==> config.mk <==
export PLATFORM = sky130hd
export DESIGN_NAME = blofc_top
export DESIGN_NICKNAME = d
export VERILOG_FILES = /design/src/common/blofc_pkg.sv /design/src/design/blofc_top.sv /design/src/design/blofc_twi_slave.sv
export SDC_FILE = /design/constraint.sdc
export NUM_CORES = 1
export LEC_CHECK = 0
export ABC_AREA = 1
export BUFFER_PORTS_ARGS = -buffer_cell sky130_fd_sc_hd__buf_2
export CAP_MARGIN = 40
export CORE_ASPECT_RATIO = 0.6
export CORE_MARGIN = 2
export CORE_UTILIZATION = 50
export DETAILED_ROUTE_END_ITERATION = 16
export PLACE_DENSITY = 0.68
export SLEW_MARGIN = 20
export SYNTH_ARGS = -nofsm -noshare
export SYNTH_HDL_FRONTEND = slang
export SYNTH_HIERARCHICAL = 1
export SYNTH_SLANG_ARGS = --single-unit
==> constraint.sdc <==
create_clock -name ref_clk -period 4.8 [get_ports ref_clk]
set_input_delay 0 -clock ref_clk [delete_from_list [all_inputs] [get_ports ref_clk]]
set_output_delay 0 -clock ref_clk [all_outputs]
set_load 0.02 [all_outputs]
==> src/common/blofc_pkg.sv <==
// constants and types of the black level and offset control register bank
// assumes one 200 MHz clock domain; pins of the two-wire port are asynchronous
package blofc_pkg;

	// ************************************************************
	// register offsets
	// ************************************************************
	localparam logic [7:0] BLOFC_OFS_CTRL = 8'h62;
	localparam logic [7:0] BLOFC_OFS_RED = 8'h63;
	localparam logic [7:0] BLOFC_OFS_BLUE = 8'h64;
	localparam logic [7:0] BLOFC_OFS_SYNC = 8'hF1;

	// ************************************************************
	// field positions
	// ************************************************************
	localparam int BLOFC_BIT_MANUAL = 0;
	localparam int BLOFC_BIT_CAL_LO = 1;
	localparam int BLOFC_BIT_CAL_HI = 2;
	localparam int BLOFC_BIT_KEEP_THR = 11;
	localparam int BLOFC_BIT_RESTART = 12;
	localparam int BLOFC_BIT_NO_GAIN_SWEEP = 15;
	localparam int BLOFC_BIT_SIGN = 8;
	localparam int BLOFC_BIT_RUN = 0;
	localparam int BLOFC_BIT_HOLD = 1;

	// ************************************************************
	// values after reset and fixed values
	// ************************************************************
	localparam logic [15:0] BLOFC_CTRL_FIXED = 16'h0098;
	localparam logic [1:0] BLOFC_CAL_RESET = 2'h0;
	localparam logic [1:0] BLOFC_CAL_CONT = 2'h2;
	localparam logic BLOFC_NO_GAIN_SWEEP_RESET = 1'b1;
	localparam logic [8:0] BLOFC_OFFSET_RESET = 9'h000;
	localparam logic BLOFC_RUN_RESET = 1'b1;
	localparam logic [6:0] BLOFC_DEV_ADDR = 7'h48;
	localparam logic [3:0] BLOFC_BYTE_BITS = 4'h8;
	localparam logic [3:0] BLOFC_LAST_TX = 4'h7;

	// ************************************************************
	// types
	// ************************************************************
	typedef struct packed {
		logic wr_stb;
		logic [7:0] addr;
		logic [15:0] wdata;
	} blofc_regbus_type;

	typedef enum logic [3:0] {
		TW_IDLE = 4'h0,
		TW_DEV = 4'h1,
		TW_ACK_DEV = 4'h2,
		TW_REG = 4'h3,
		TW_ACK_REG = 4'h4,
		TW_WR = 4'h5,
		TW_ACK_WR = 4'h6,
		TW_RD = 4'h7,
		TW_RD_ACK = 4'h8
	} blofc_tw_state_type;

	typedef struct packed {
		logic [1:0] scl_sync;
		logic [1:0] sda_sync;
		logic scl_prev;
		logic sda_prev;
		blofc_tw_state_type state;
		logic [3:0] cnt;
		logic [7:0] shift;
		logic [7:0] tx;
		logic [7:0] hi;
		logic rw;
		logic lo;
		logic nack;
		logic oe;
		blofc_regbus_type bus;
	} blofc_twi_type;

endpackage : blofc_pkg

==> src/design/blofc_top.sv <==
// black level and analog offset control registers behind a two-wire serial port
// assumes frame_start, settings_changed, gain_changed and sweep_done come from
// logic on ref_clk as one-cycle pulses
//
// Behaviour
// - control bit 0 set replaces automatic correction with programmed offsets
// - mode 00 calibrates during conversion, 10 continuously, x1 disables, offset zero
// - reserved bits 4-3 and 7 read one, 6-5 and 8 zero; host keeps them
// - bit 11 set keeps upper threshold after a sweep; clear resets it
// - writing one to bit 12 restarts the average and sweeps; self-clearing
// - bit 15 set, the reset state, skips the sweep on gain change
// - red offset: magnitude in bits 7-0, sign in bit 8
// - blue offset: magnitude in bits 7-0, sign in bit 8
// - sync register bit 0 is readout enable, bit 1 is update hold
// - clearing readout enable stops readout; setting restarts at next frame
// - with hold clear, brightness settings change at the next frame boundary
// - with hold set, pending brightness changes wait until hold clears
`timescale 1ns/100ps
module blofc_top (
	input wire logic ref_clk,
	input wire logic rst_n,
	input wire logic scl,
	input wire logic sda_in,
	output logic sda_out,
	output logic sda_oe,
	input wire logic frame_start,
	input wire logic settings_changed,
	input wire logic gain_changed,
	input wire logic sweep_done,
	output logic manual_override,
	output logic cal_adc_only,
	output logic cal_continuous,
	output logic correction_off,
	output logic avg_restart,
	output logic sweep_start,
	output logic thres_hi_reset,
	output logic [8:0] red_offset,
	output logic [8:0] blue_offset,
	output logic readout_active,
	output logic row_restart,
	output logic apply_settings
);
	import blofc_pkg::*;

	typedef struct packed {
		logic manual;
		logic [1:0] cal;
		logic keep_thr;
		logic no_gain_sweep;
		logic [8:0] red_raw;
		logic [8:0] blue_raw;
		logic run;
		logic hold;
		logic pending;
		logic active;
		logic row_restart;
		logic apply;
		logic avg_restart;
		logic sweep_start;
		logic thres_hi_reset;
		logic adc_only;
		logic continuous;
		logic off;
		logic [8:0] red_eff;
		logic [8:0] blue_eff;
	} blofc_top_type;

	localparam blofc_top_type TOP_RESET = '{
		cal: BLOFC_CAL_RESET,
		no_gain_sweep: BLOFC_NO_GAIN_SWEEP_RESET,
		red_raw: BLOFC_OFFSET_RESET,
		blue_raw: BLOFC_OFFSET_RESET,
		run: BLOFC_RUN_RESET,
		adc_only: 1'b1,
		red_eff: BLOFC_OFFSET_RESET,
		blue_eff: BLOFC_OFFSET_RESET,
		default: '0
	};

	logic [1:0] rst_pipe_r;
	logic rst_sync_n;
	blofc_top_type s_r;
	blofc_top_type s_nxt;
	blofc_regbus_type bus;
	logic [15:0] rdata;
	logic restart_wr;

	// ************************************************************
	// reset release
	// ************************************************************
	always_ff @(posedge ref_clk or negedge rst_n)
	begin
		if (!rst_n)
			rst_pipe_r <= 2'h0;
		else
			rst_pipe_r <= {rst_pipe_r[0], 1'b1};
	end

	assign rst_sync_n = rst_pipe_r[1];

	// ************************************************************
	// serial port
	// ************************************************************
	blofc_twi_slave u_twi (
		.ref_clk(ref_clk),
		.rst_sync_n(rst_sync_n),
		.scl(scl),
		.sda_in(sda_in),
		.sda_out(sda_out),
		.sda_oe(sda_oe),
		.bus(bus),
		.rdata(rdata)
	);

	// ************************************************************
	// read view
	// ************************************************************
	function automatic logic [15:0] read_reg(input logic [7:0] addr, input blofc_top_type st);
		logic [15:0] v;
		v = 16'h0000;
		case (addr)
			BLOFC_OFS_CTRL:
			begin
				v = BLOFC_CTRL_FIXED;
				v[BLOFC_BIT_MANUAL] = st.manual;
				v[BLOFC_BIT_CAL_HI:BLOFC_BIT_CAL_LO] = st.cal;
				v[BLOFC_BIT_KEEP_THR] = st.keep_thr;
				v[BLOFC_BIT_NO_GAIN_SWEEP] = st.no_gain_sweep;
			end
			BLOFC_OFS_RED:
				v[BLOFC_BIT_SIGN:0] = st.red_raw;
			BLOFC_OFS_BLUE:
				v[BLOFC_BIT_SIGN:0] = st.blue_raw;
			BLOFC_OFS_SYNC:
			begin
				v[BLOFC_BIT_RUN] = st.run;
				v[BLOFC_BIT_HOLD] = st.hold;
			end
			default:
				v = 16'h0000;
		endcase
		return v;
	endfunction : read_reg

	assign rdata = read_reg(bus.addr, s_r);

	// ************************************************************
	// register writes and control behaviour
	// ************************************************************
	always_comb
	begin
		s_nxt = s_r;
		restart_wr = 1'b0;
		s_nxt.row_restart = 1'b0;
		s_nxt.apply = 1'b0;
		if (bus.wr_stb)
		begin
			case (bus.addr)
				BLOFC_OFS_CTRL:
				begin
					s_nxt.manual = bus.wdata[BLOFC_BIT_MANUAL];
					s_nxt.cal = bus.wdata[BLOFC_BIT_CAL_HI:BLOFC_BIT_CAL_LO];
					s_nxt.keep_thr = bus.wdata[BLOFC_BIT_KEEP_THR];
					s_nxt.no_gain_sweep = bus.wdata[BLOFC_BIT_NO_GAIN_SWEEP];
					restart_wr = bus.wdata[BLOFC_BIT_RESTART];
				end
				BLOFC_OFS_RED:
					s_nxt.red_raw = bus.wdata[BLOFC_BIT_SIGN:0];
				BLOFC_OFS_BLUE:
					s_nxt.blue_raw = bus.wdata[BLOFC_BIT_SIGN:0];
				BLOFC_OFS_SYNC:
				begin
					s_nxt.run = bus.wdata[BLOFC_BIT_RUN];
					s_nxt.hold = bus.wdata[BLOFC_BIT_HOLD];
				end
				default:
					s_nxt.run = s_r.run;
			endcase
		end
		s_nxt.avg_restart = restart_wr;
		s_nxt.sweep_start = restart_wr | (gain_changed & ~s_r.no_gain_sweep);
		s_nxt.thres_hi_reset = sweep_done & ~s_r.keep_thr;
		s_nxt.off = s_r.cal[0];
		s_nxt.continuous = (s_r.cal == BLOFC_CAL_CONT);
		s_nxt.adc_only = (s_r.cal == BLOFC_CAL_RESET);
		s_nxt.red_eff = s_r.cal[0] ? BLOFC_OFFSET_RESET : s_r.red_raw;
		s_nxt.blue_eff = s_r.cal[0] ? BLOFC_OFFSET_RESET : s_r.blue_raw;
		if (!s_r.run)
			s_nxt.active = 1'b0;
		else if (!s_r.active && frame_start)
		begin
			s_nxt.active = 1'b1;
			s_nxt.row_restart = 1'b1;
		end
		if (settings_changed)
			s_nxt.pending = 1'b1;
		if (frame_start && !s_r.hold && (s_r.pending || settings_changed))
		begin
			s_nxt.apply = 1'b1;
			s_nxt.pending = 1'b0;
		end
	end

	always_ff @(posedge ref_clk or negedge rst_sync_n)
	begin
		if (!rst_sync_n)
			s_r <= TOP_RESET;
		else
			s_r <= s_nxt;
	end

	assign manual_override = s_r.manual;
	assign cal_adc_only = s_r.adc_only;
	assign cal_continuous = s_r.continuous;
	assign correction_off = s_r.off;
	assign avg_restart = s_r.avg_restart;
	assign sweep_start = s_r.sweep_start;
	assign thres_hi_reset = s_r.thres_hi_reset;
	assign red_offset = s_r.red_eff;
	assign blue_offset = s_r.blue_eff;
	assign readout_active = s_r.active;
	assign row_restart = s_r.row_restart;
	assign apply_settings = s_r.apply;

endmodule : blofc_top

==> src/design/blofc_twi_slave.sv <==
// two-wire serial slave: 8-bit register address, 16-bit data, high byte first
// assumes an open-drain data pin and a host that drives the serial clock
`timescale 1ns/100ps
module blofc_twi_slave (
	input wire logic ref_clk,
	input wire logic rst_sync_n,
	input wire logic scl,
	input wire logic sda_in,
	output logic sda_out,
	output logic sda_oe,
	output blofc_pkg::blofc_regbus_type bus,
	input wire logic [15:0] rdata
);
	import blofc_pkg::*;

	blofc_twi_type s_r;
	blofc_twi_type s_nxt;
	logic scl_hi;
	logic scl_rise;
	logic scl_fall;
	logic start_cond;
	logic stop_cond;

	// ************************************************************
	// pin edge detection on synchronised copies
	// ************************************************************
	always_comb
	begin
		scl_hi = s_r.scl_sync[1] & s_r.scl_prev;
		scl_rise = s_r.scl_sync[1] & ~s_r.scl_prev;
		scl_fall = ~s_r.scl_sync[1] & s_r.scl_prev;
		start_cond = scl_hi & s_r.sda_prev & ~s_r.sda_sync[1];
		stop_cond = scl_hi & ~s_r.sda_prev & s_r.sda_sync[1];
	end

	// ************************************************************
	// protocol engine
	// ************************************************************
	always_comb
	begin
		s_nxt = s_r;
		s_nxt.scl_sync = {s_r.scl_sync[0], scl};
		s_nxt.sda_sync = {s_r.sda_sync[0], sda_in};
		s_nxt.scl_prev = s_r.scl_sync[1];
		s_nxt.sda_prev = s_r.sda_sync[1];
		s_nxt.bus.wr_stb = 1'b0;
		if (start_cond)
		begin
			s_nxt.state = TW_DEV;
			s_nxt.cnt = 4'h0;
			s_nxt.oe = 1'b0;
		end
		else if (stop_cond)
		begin
			s_nxt.state = TW_IDLE;
			s_nxt.oe = 1'b0;
		end
		else if (scl_rise)
		begin
			if (s_r.state == TW_DEV || s_r.state == TW_REG || s_r.state == TW_WR)
			begin
				s_nxt.shift = {s_r.shift[6:0], s_r.sda_sync[1]};
				s_nxt.cnt = s_r.cnt + 4'h1;
			end
			if (s_r.state == TW_RD_ACK)
				s_nxt.nack = s_r.sda_sync[1];
		end
		else if (scl_fall)
		begin
			case (s_r.state)
				TW_DEV:
					if (s_r.cnt == BLOFC_BYTE_BITS)
					begin
						if (s_r.shift[7:1] == BLOFC_DEV_ADDR)
						begin
							s_nxt.oe = 1'b1;
							s_nxt.rw = s_r.shift[0];
							s_nxt.state = TW_ACK_DEV;
						end
						else
							s_nxt.state = TW_IDLE;
					end
				TW_ACK_DEV:
					if (s_r.rw)
					begin
						s_nxt.tx = rdata[15:8];
						s_nxt.oe = ~rdata[15];
						s_nxt.lo = 1'b0;
						s_nxt.cnt = 4'h0;
						s_nxt.state = TW_RD;
					end
					else
					begin
						s_nxt.oe = 1'b0;
						s_nxt.cnt = 4'h0;
						s_nxt.state = TW_REG;
					end
				TW_REG:
					if (s_r.cnt == BLOFC_BYTE_BITS)
					begin
						s_nxt.bus.addr = s_r.shift;
						s_nxt.oe = 1'b1;
						s_nxt.state = TW_ACK_REG;
					end
				TW_ACK_REG:
				begin
					s_nxt.oe = 1'b0;
					s_nxt.cnt = 4'h0;
					s_nxt.lo = 1'b0;
					s_nxt.state = TW_WR;
				end
				TW_WR:
					if (s_r.cnt == BLOFC_BYTE_BITS)
					begin
						if (s_r.lo)
						begin
							s_nxt.bus.wr_stb = 1'b1;
							s_nxt.bus.wdata = {s_r.hi, s_r.shift};
						end
						else
							s_nxt.hi = s_r.shift;
						s_nxt.oe = 1'b1;
						s_nxt.state = TW_ACK_WR;
					end
				TW_ACK_WR:
				begin
					s_nxt.oe = 1'b0;
					s_nxt.cnt = 4'h0;
					s_nxt.lo = ~s_r.lo;
					if (s_r.lo)
						s_nxt.bus.addr = s_r.bus.addr + 8'h01;
					s_nxt.state = TW_WR;
				end
				TW_RD:
					if (s_r.cnt == BLOFC_LAST_TX)
					begin
						s_nxt.oe = 1'b0;
						s_nxt.state = TW_RD_ACK;
						// pointer moves on once the low byte is out, so the next high byte is fresh
						if (s_r.lo)
							s_nxt.bus.addr = s_r.bus.addr + 8'h01;
					end
					else
					begin
						s_nxt.tx = {s_r.tx[6:0], 1'b0};
						s_nxt.oe = ~s_r.tx[6];
						s_nxt.cnt = s_r.cnt + 4'h1;
					end
				TW_RD_ACK:
					if (s_r.nack)
						s_nxt.state = TW_IDLE;
					else
					begin
						s_nxt.tx = s_r.lo ? rdata[15:8] : rdata[7:0];
						s_nxt.oe = s_r.lo ? ~rdata[15] : ~rdata[7];
						s_nxt.lo = ~s_r.lo;
						s_nxt.cnt = 4'h0;
						s_nxt.state = TW_RD;
					end
				default:
					s_nxt.state = TW_IDLE;
			endcase
		end
	end

	always_ff @(posedge ref_clk or negedge rst_sync_n)
	begin
		if (!rst_sync_n)
			s_r <= '{scl_sync: 2'h3, sda_sync: 2'h3, scl_prev: 1'b1, sda_prev: 1'b1,
				state: TW_IDLE, default: '0};
		else
			s_r <= s_nxt;
	end

	assign sda_out = 1'b0;
	assign sda_oe = s_r.oe;
	assign bus = s_r.bus;

endmodule : blofc_twi_slave

# Yosys cells after proc, flatten, opt, wreduce, memory -nomap -nowiden
# Cells that the tools add are included.
[totals] ff_bits=122 inputBits=8 output_inout_bits=30 elab_cells=202
[op_classes] add_sub_neg=2 eq_ne=33 mux=74 n_bitwise=23 reduce_logical=33
[op_table] cell="$mux 8" n=13
[op_table] cell="$mux 26" n=2
[op_table] cell="$mux 25" n=2
[op_table] cell="$mux 16" n=3
[op_table] cell="$pmux 8 s3" n=2
[op_table] cell="$mux 18" n=2
[op_table] cell="$mux 4" n=9
[op_table] cell="$reduce_and 7->1" n=5
[op_table] cell="$mux 31" n=1
[op_table] cell="$pmux 4 s7" n=1
[op_table] cell="$mux 1" n=25
[op_table] cell="$eq 8x7->1 const B" n=3
[op_table] cell="$pmux 7 s3" n=1
[op_table] cell="$eq 4x3->1 const B" n=5
[op_table] cell="$ne 4x2->1 const B" n=5
[op_table] cell="$mux 9" n=2
[op_table] cell="$pmux 4 s4" n=1
[op_table] cell="$reduce_and 8->1" n=2
[op_table] cell="$mux 7" n=2
[op_table] cell="$not 1->1" n=13
[op_table] cell="$mux 12" n=1
[op_table] cell="$reduce_and 6->1" n=2
[op_table] cell="$reduce_bool 3->1" n=4
[op_table] cell="$and 1x1->1" n=9
[op_table] cell="30 further kinds" n=50

# Logic depth before layout (Yosys ltp)
# Gate-level depths: netlist of the first run.
[logic_depth] depth_word=10 depth_mapped=14

# By module
# Netlist of the first run, hierarchy kept.
[by_module_without_submodules] module="blofc_twi_slave" n_inst=1 cells_each=473 area_per_inst_um2=3627.2 seq_area_each_um2=1659.1
[by_module_without_submodules] module="blofc_top" n_inst=1 cells_each=273 area_per_inst_um2=2456.1 seq_area_each_um2=1380.1

# Worst setup path before layout of the first run
# OpenSTA, ideal clock, no wires.
[synth_path] path_kind="register to register" start="reg u_twi/s_r[62] in the netlist's numbering" end="reg with a tool-made name" arrival_time_ns=1.711 required_time_ns=4.677 slack_ns=2.966 stages_incl_launch_ff=9 path_buffers=0 synth_period_minus_slack_ns=1.834 path_cell_list="dfstp_2 inv_1 ha_1 nor2_1 nand3_2 nor3_4 inv_4 nand2_1 o21ai_2"
[synth_lines] item="start: declaration" line="blofc_twi_slave.sv:16" text="blofc_twi_type s_r;"
[synth_lines] item="start signal: assignment" line="blofc_twi_slave.sv:169" text="s_r <= '{scl_sync: 2'h3, sda_sync: 2'h3, scl_prev: 1'b1, sda_prev: 1'b1,"
[synth_lines] item="start signal: assignment" line="blofc_twi_slave.sv:172" text="s_r <= s_nxt;"

# Worst setup path in the final report of the first run
[layout_path] start="reg u_twi.s_r (netlist bit u_twi/s_nxt[62])" end="reg u_twi.s_r (netlist bit u_twi/bus[7])"
[layout_via] elab_chain_cells=5
[layout_lines] item="$and 1x1->1" line="blofc_twi_slave.sv:29" text="scl_hi = s_r.scl_sync[1] & s_r.scl_prev;"
[layout_lines] item="$and 1x1->1, on equally long branches (2 in series)" line="blofc_twi_slave.sv:32, blofc_twi_slave.sv:33"
[layout_lines] item="$not 1->1 (no source line)"
[layout_lines] item="$reduce_and 7->1 (no source line) (*)"
# Mark *: on every way between the ends. The rest lies on a longest branch, timed or not.
# A chain may end at the register's enable or synchronous reset.

==> flow_metrics.env, run 1 <==
export IMPL_track_usage_pct=23.04
export IMPL_grt_overflow=0
export IMPL_syn_inst=714
export IMPL_layout_nets=745
export IMPL_fmax_mhz=443.6
export IMPL_grt_pass1_vias=4332
export IMPL_slew_headroom_pct=51.89
export IMPL_wl_met1_um=6433
export IMPL_die_w_um=142.7
export IMPL_hold_violations=0
export IMPL_clock_skew_ps=7.419
export IMPL_met3WireLength_um=1185
export IMPL_htreeDepth=4
export IMPL_hold_class="in -> reg"
export IMPL_arrival_ps=2550
export IMPL_dp_hpwl_um=9645
export IMPL_firstDrtPassIters=5
export IMPL_place_congestion=0.9161
export IMPL_start_util_pct=51.22
export IMPL_ant_nets=0
export IMPL_yosysWarnings=6
export IMPL_grt_pass1_wl_um=21910
export IMPL_clkSinkCount=113
export IMPL_netlist_area_um2=5768
export IMPL_wirelength_um=13230
export IMPL_slowest_stage="dfstp_2"
export IMPL_die_h_um=87.20
export IMPL_setup_tns_final_ps=0
export IMPL_grt_max_degree=68
export IMPL_wire_per_inst_um=14.90
export IMPL_period_needed_ps=2254
export IMPL_leakage_nw=3.136
export IMPL_outcome="finished, final reports clean"
export IMPL_drv_cap=0
export IMPL_cts_clk_slew_worst_paths_ps=50
export IMPL_powerDensity_nw_per_um2=368.8
export IMPL_io_pins=38
export IMPL_viasPerCell=5.166
export IMPL_num_rows=30
export IMPL_period_share_pct=46.96
export IMPL_antenna_found_initial=0
export IMPL_core_um2=11260
export IMPL_cts_buffers=17
export IMPL_dieArea_um2=12440
export IMPL_cts_root_buf="clkbuf_16"
export IMPL_tightest_slew_ps=721.6
export IMPL_end_kind="flop"
export IMPL_peakVddDrop_v=0.0002772
export IMPL_drc_errors=0
export IMPL_insertion_delay_ps=410
export IMPL_fin_util_pct=57.63
export IMPL_cp_max_fo=24
export IMPL_ff2ff_path_depth=10
export IMPL_cp_start_kind="flop"
export IMPL_vias=4587
export IMPL_layout_drive_gt1_share_pct=18.01
export IMPL_layout_common_cells="nand2_1 (202), dfrtp_1 (103), inv_1 (82)"
export IMPL_cp_common_cell="nand2_1"
export IMPL_syn_area_per_cell_um2=8.078
export IMPL_finalMaxSlewViolations=0
export IMPL_setup_viol=0
export IMPL_portBuffers=36
export IMPL_max_stage_delay_ps=560
export IMPL_clockBufferDepth=2
export IMPL_wl_met2_um=5494
export IMPL_crit_buf_inv=2
export IMPL_cpLargestDelayFamily="simple AND/OR/NAND/NOR gates"
export IMPL_drt_initial_drc_count=393
export IMPL_cts_tree="built"
export IMPL_hold_path_cell_count=2
export IMPL_rsz0062_at_grt="no"
export IMPL_final_common_cell="nand2_1"
export IMPL_worstSetupPathType="reg -> reg"
export IMPL_cp_cell_sequence="ha_1 -> nand2_1 -> nor2_1 -> inv_1 -> nand2_1 -> nor3_1 -> nand2_1 -> inv_1 -> nand2_1 -> nand2_1"
export IMPL_cp_data_required_time_ps=5090
export IMPL_routed_top_layer="met4"
export IMPL_diodes=0
export IMPL_cp_depth=10
export IMPL_areaGrowthSynthToFinish_pct=12.52
-- what timing repair did --
action | CTS | global route
gates resized for setup | 0 | 0
hold endpoints to repair | 10 | 0
hold buffers | 8 | 0
setup buffers | 0 | 0
-- path summary, 6_finish.rpt --
| path | end | startpoint | slack (ps) |
|---|---|---|---|
| worst min-delay path | u_twi/s_nxt[66]$_DFF_PN1_ | scl | 230 |
| worst max-delay path | u_twi/bus[7]$_DFFE_PN0P_ | u_twi/s_nxt[62]$_DFF_PN1_ | 2550 |
| worst max register to register | u_twi/bus[7]$_DFFE_PN0P_ | u_twi/s_nxt[62]$_DFF_PN1_ | 2550 |
| min in group asynchronous | blue_offset[0]$_DFF_PN0_ | rst_pipe_r[1]$_DFF_PN0_ | 250 |
| max in group asynchronous | s_r[34]$_DFFE_PN0P_ | rst_pipe_r[1]$_DFF_PN0_ | 3340 |
| worst min register to register | blue_offset[0]$_DFF_PN0_ | rst_pipe_r[1]$_DFF_PN0_ | 250 |
-- per-stage QoR --
step                      area [um^2]  cells  worst slack, ps  hold WS [ps]  total power, mW
after global placement           5766    847             2650        -215.6            1.078
final                            6490    888             2546         233.5            2.394
after detailed placement         5766    847             2609        -209.0            1.082
after CTS                        6470    887             2581         216.7            2.411
after global routing             6490    888             2322         231.2            2.476
after floorplan                  5783    718             1435        -295.6            1.051
-- state kept, by name, summed over array words and instances (netlist names), named ones only --
signal / cells
cal_adc_only: 1
u_twi/s_nxt: 4
readout_active: 1
cal_continuous: 1
u_twi/bus: 14
u_twi/sda_oe: 1
blue_offset: 9
avg_restart: 1
row_restart: 1
sweep_start: 1
manual_override: 1
thres_hi_reset: 1
red_offset: 9
rst_pipe_r: 2
u_twi/s_r: 32
s_r: 24
apply_settings: 1
correction_off: 1
s_nxt: 1
-- layout make-up --
| class | count | area (um^2) |
|---|---|---|
| sequential | 113 | 2843 |
| clock inverter | 14 | 185.2 |
| timing repair buffer | 46 | 287.8 |
| fill | 987 | 4771 |
| multi-input combinational | 460 | 2202 |
| tap | 144 | 180.2 |
| inverter | 93 | 352.8 |
| clock buffer | 18 | 439.2 |
-- layer usage --
layer  track usage (%)  vias to the layer above
li1                  -                     2223
met1             34.42                     2188
met2             32.56                      159
met3             6.982                       17
met4             6.211                        0
met5                 0                        -
-- power breakdown --
group / switching [mW] / leakage, nW / internal, mW
registers: 0.0186 / 1.52 / 0.969
logic: 0.0578 / 1.31 / 0.0272
clock network: 0.442 / 0.302 / 0.879
Power figures use the tool's default switching activity.
==> run 2, diff against run 1 <==
--- a/config.mk
+++ b/config.mk
@@ -5,7 +5,7 @@
 export SDC_FILE = /design/constraint.sdc
 export NUM_CORES = 1
 export LEC_CHECK = 0
-export ABC_AREA = 1
+export ABC_AREA = 0
 export BUFFER_PORTS_ARGS = -buffer_cell sky130_fd_sc_hd__buf_2
 export CAP_MARGIN = 40
 export CORE_ASPECT_RATIO = 0.6
==> constraint.sdc (replaced) <==
create_clock -name ref_clk -period 2.1 [get_ports ref_clk]
set_input_delay 0 -clock ref_clk [delete_from_list [all_inputs] [get_ports ref_clk]]
set_output_delay 0 -clock ref_clk [all_outputs]
set_load 0.02 [all_outputs]
==> run 2 against run 1 <==
The flow now finishes with violations (negative setup slack). First-iteration DRC count up 20%. Register-to-register slack got worse by 2600 ps. Die area shrank 1.4%. Sequential share of layout area is 1.9 points lower. Total power increased to 2.7 times the previous value. Wire length up 2.1%. Flip-flop and latch count unchanged. Sequential power increased to 2.6 times the previous value. Combinational power rose to 12 times the previous value. Maximum frequency grew 7.0%. Via count decreased by 8.4%. Clock power rose by 120%.
==> flow_metrics.env, run 2 <==
export IMPL_grt_pass1_vias=3890
export IMPL_drv_cap=0
export IMPL_fmax_mhz=474.5
export IMPL_cts_tree="built"
export IMPL_clockPowerShare_pct=44.4
export IMPL_final_common_cell="dfrtp_1"
export IMPL_cp_start_kind="flop"
export IMPL_wirelength_um=13500
export IMPL_portBuffers=36
export IMPL_hold_slack_ps=245.0
export IMPL_p_int_mw=4.699
export IMPL_netlist_area_um2=5683
export IMPL_start_util_pct=50.81
export IMPL_diodes=0
export IMPL_dp_hpwl_um=9180
export IMPL_drc_errors=0
export IMPL_netSwitchingPower_mw=1.805
export IMPL_rsz0062_at_grt="yes"
export IMPL_areaGrowthSynthToFinish_pct=19.68
export IMPL_antenna_found_initial=0
export IMPL_layout_common_cells="dfrtp_1 (99), mux2_2 (52), buf_4 (44)"
export IMPL_grt_pass1_wl_um=21470
export IMPL_syn_area_per_cell_um2=11.03
export IMPL_cp_data_required_time_ps=2380
export IMPL_slew_headroom_pct=60.43
export IMPL_yosysWarnings=6
export IMPL_wire_per_inst_um=18.60
export IMPL_place_area_um2=6021
export IMPL_layout_nets=583
export IMPL_regMostFlops="u_twi/s_r"
export IMPL_cts_buffers=17
export IMPL_hold_path_cell_count=2
export IMPL_cp_max_fo=7
export IMPL_peakVddDrop_v=0.0006072
export IMPL_viasPerCell=5.787
export IMPL_cts_root_buf="clkbuf_16"
export IMPL_dp_slack_ps=4.785
export IMPL_drt_initial_drc_count=470
export IMPL_die_h_um=86.58
export IMPL_dieArea_um2=12260
export IMPL_worstSetupPathType="reg -> reg"
export IMPL_period_needed_ps=2107
export IMPL_period_share_pct=100.3
export IMPL_io_pins=38
export IMPL_hold_violations=0
export IMPL_core_um2=11190
export IMPL_clkSinkCount=113
export IMPL_clock_skew_ps=6.142
export IMPL_grt_max_degree=112
export IMPL_powerDensity_nw_per_um2=956.4
export IMPL_firstDrtPassIters=5
export IMPL_layout_drive_gt1_share_pct=36.60
export IMPL_num_rows=30
export IMPL_ant_nets=0
export IMPL_largest_reg_flops=32
export IMPL_end_kind="flop"
export IMPL_clockBufferDepth=2
export IMPL_arrival_ps=2390
export IMPL_vias=4201
export IMPL_finalMaxSlewViolations=0
export IMPL_cts_clk_slew_worst_paths_ps=50
export IMPL_grt_overflow=0
export IMPL_outcome="complete, but fails checks"
export IMPL_die_w_um=141.6
export IMPL_p_comb_share_pct=16.0
export IMPL_ff2ff_path_depth=6
export IMPL_track_usage_pct=23.16
export IMPL_hold_class="in -> reg"
export IMPL_setup_viol=2
export IMPL_netSwitchingFraction_pct=27.75
export IMPL_place_congestion=0.9472
export IMPL_design_area_um2=6802
export IMPL_leakage_nw=3.269
export IMPL_syn_inst=515
export IMPL_insertion_delay_ps=400
export IMPL_setup_slack_ps=-7.329
export IMPL_tightest_slew_ps=593.6
export IMPL_power_mw=6.505
export IMPL_seqPwrFrac_pct=39.6
export IMPL_htreeDepth=4
export IMPL_violations="negative setup slack"
## run 2: cell type report
| cell class | count | area, um^2 |
|---|---|---|
| clock buffer | 24 | 501.7 |
| inverter | 19 | 71.32 |
| tap | 144 | 180.2 |
| clock inverter | 8 | 101.3 |
| multi-input combinational | 327 | 2459 |
| timing repair buffer | 91 | 640.6 |
| sequential | 113 | 2848 |
| fill | 893 | 4384 |
## run 2: power groups by stage
stage                     registers [mW]  logic [mW]  clock network, mW
final                               2.58        1.04               2.89
after global routing                2.60        1.13               3.04
after CTS                           2.56       0.994               2.92
after detailed placement            2.60       0.950                  0
after global placement              2.59       0.943                  0
after floorplan                     2.55       0.618                  0
## run 2: worst max-delay path: stages (launching register included)
cell and delay, ps:
dfrtp_1 400, inv_1 120, ha_1 160, nand3b_1 130, or4_1 580, a21o_1 290
a211o_1 310
## run 2: path summary, 6_finish.rpt
| path | startpoint | endpoint | slack [ps] |
|---|---|---|---|
| setup / recovery | u_twi/s_r[53]$_DFFE_PN0P_ | flop | -7 |
| min in group asynchronous | rst_pipe_r[1]$_DFF_PN0_ | row_restart$_DFF_PN0_ | 390 |
| setup reg to reg | u_twi/s_r[53]$_DFFE_PN0P_ | flop | -7 |
| hold / removal | scl | u_twi/s_nxt[66]$_DFF_PN1_ | 250 |
| hold reg to reg | u_twi/s_nxt[64]$_DFF_PN1_ | u_twi/s_nxt[61]$_DFF_PN1_ | 350 |
| max in group asynchronous | rst_pipe_r[1]$_DFF_PN0_ | u_twi/s_r[60]$_DFFE_PN0P_ | 1230 |
## run 2: per-stage QoR
step	setup TNS [ps]	instances	utilization, %
floorplan	0	519	-
global placement	0	681	53.83
detailed placement	0	681	53.83
CTS	0	725	60.26
global route	-631.4	726	60.81
finish	-12.04	726	60.81
## run 2: per-layer routing
metal | wire, um | part of all wire [%] | vias to the layer above | GRT usage [%]
li1 | - | - | 1885 | -
met1 | 6527 | 48 | 2076 | 36.39
met2 | 5525 | 41 | 222 | 30.76
met3 | 1316 | 9.7 | 18 | 6.796
met4 | 134 | 0.99 | 0 | 6.182
met5 | 0 | 0 | - | 0
## run 2: timing repair
item | CTS | global route
pin swaps | 0 | 4
hold endpoints to repair | 10 | 0
buffers inserted | 3 | 1
resized for setup | 3 | 13
setup endpoints to repair | 1 | 34
hold buffers | 9 | 0
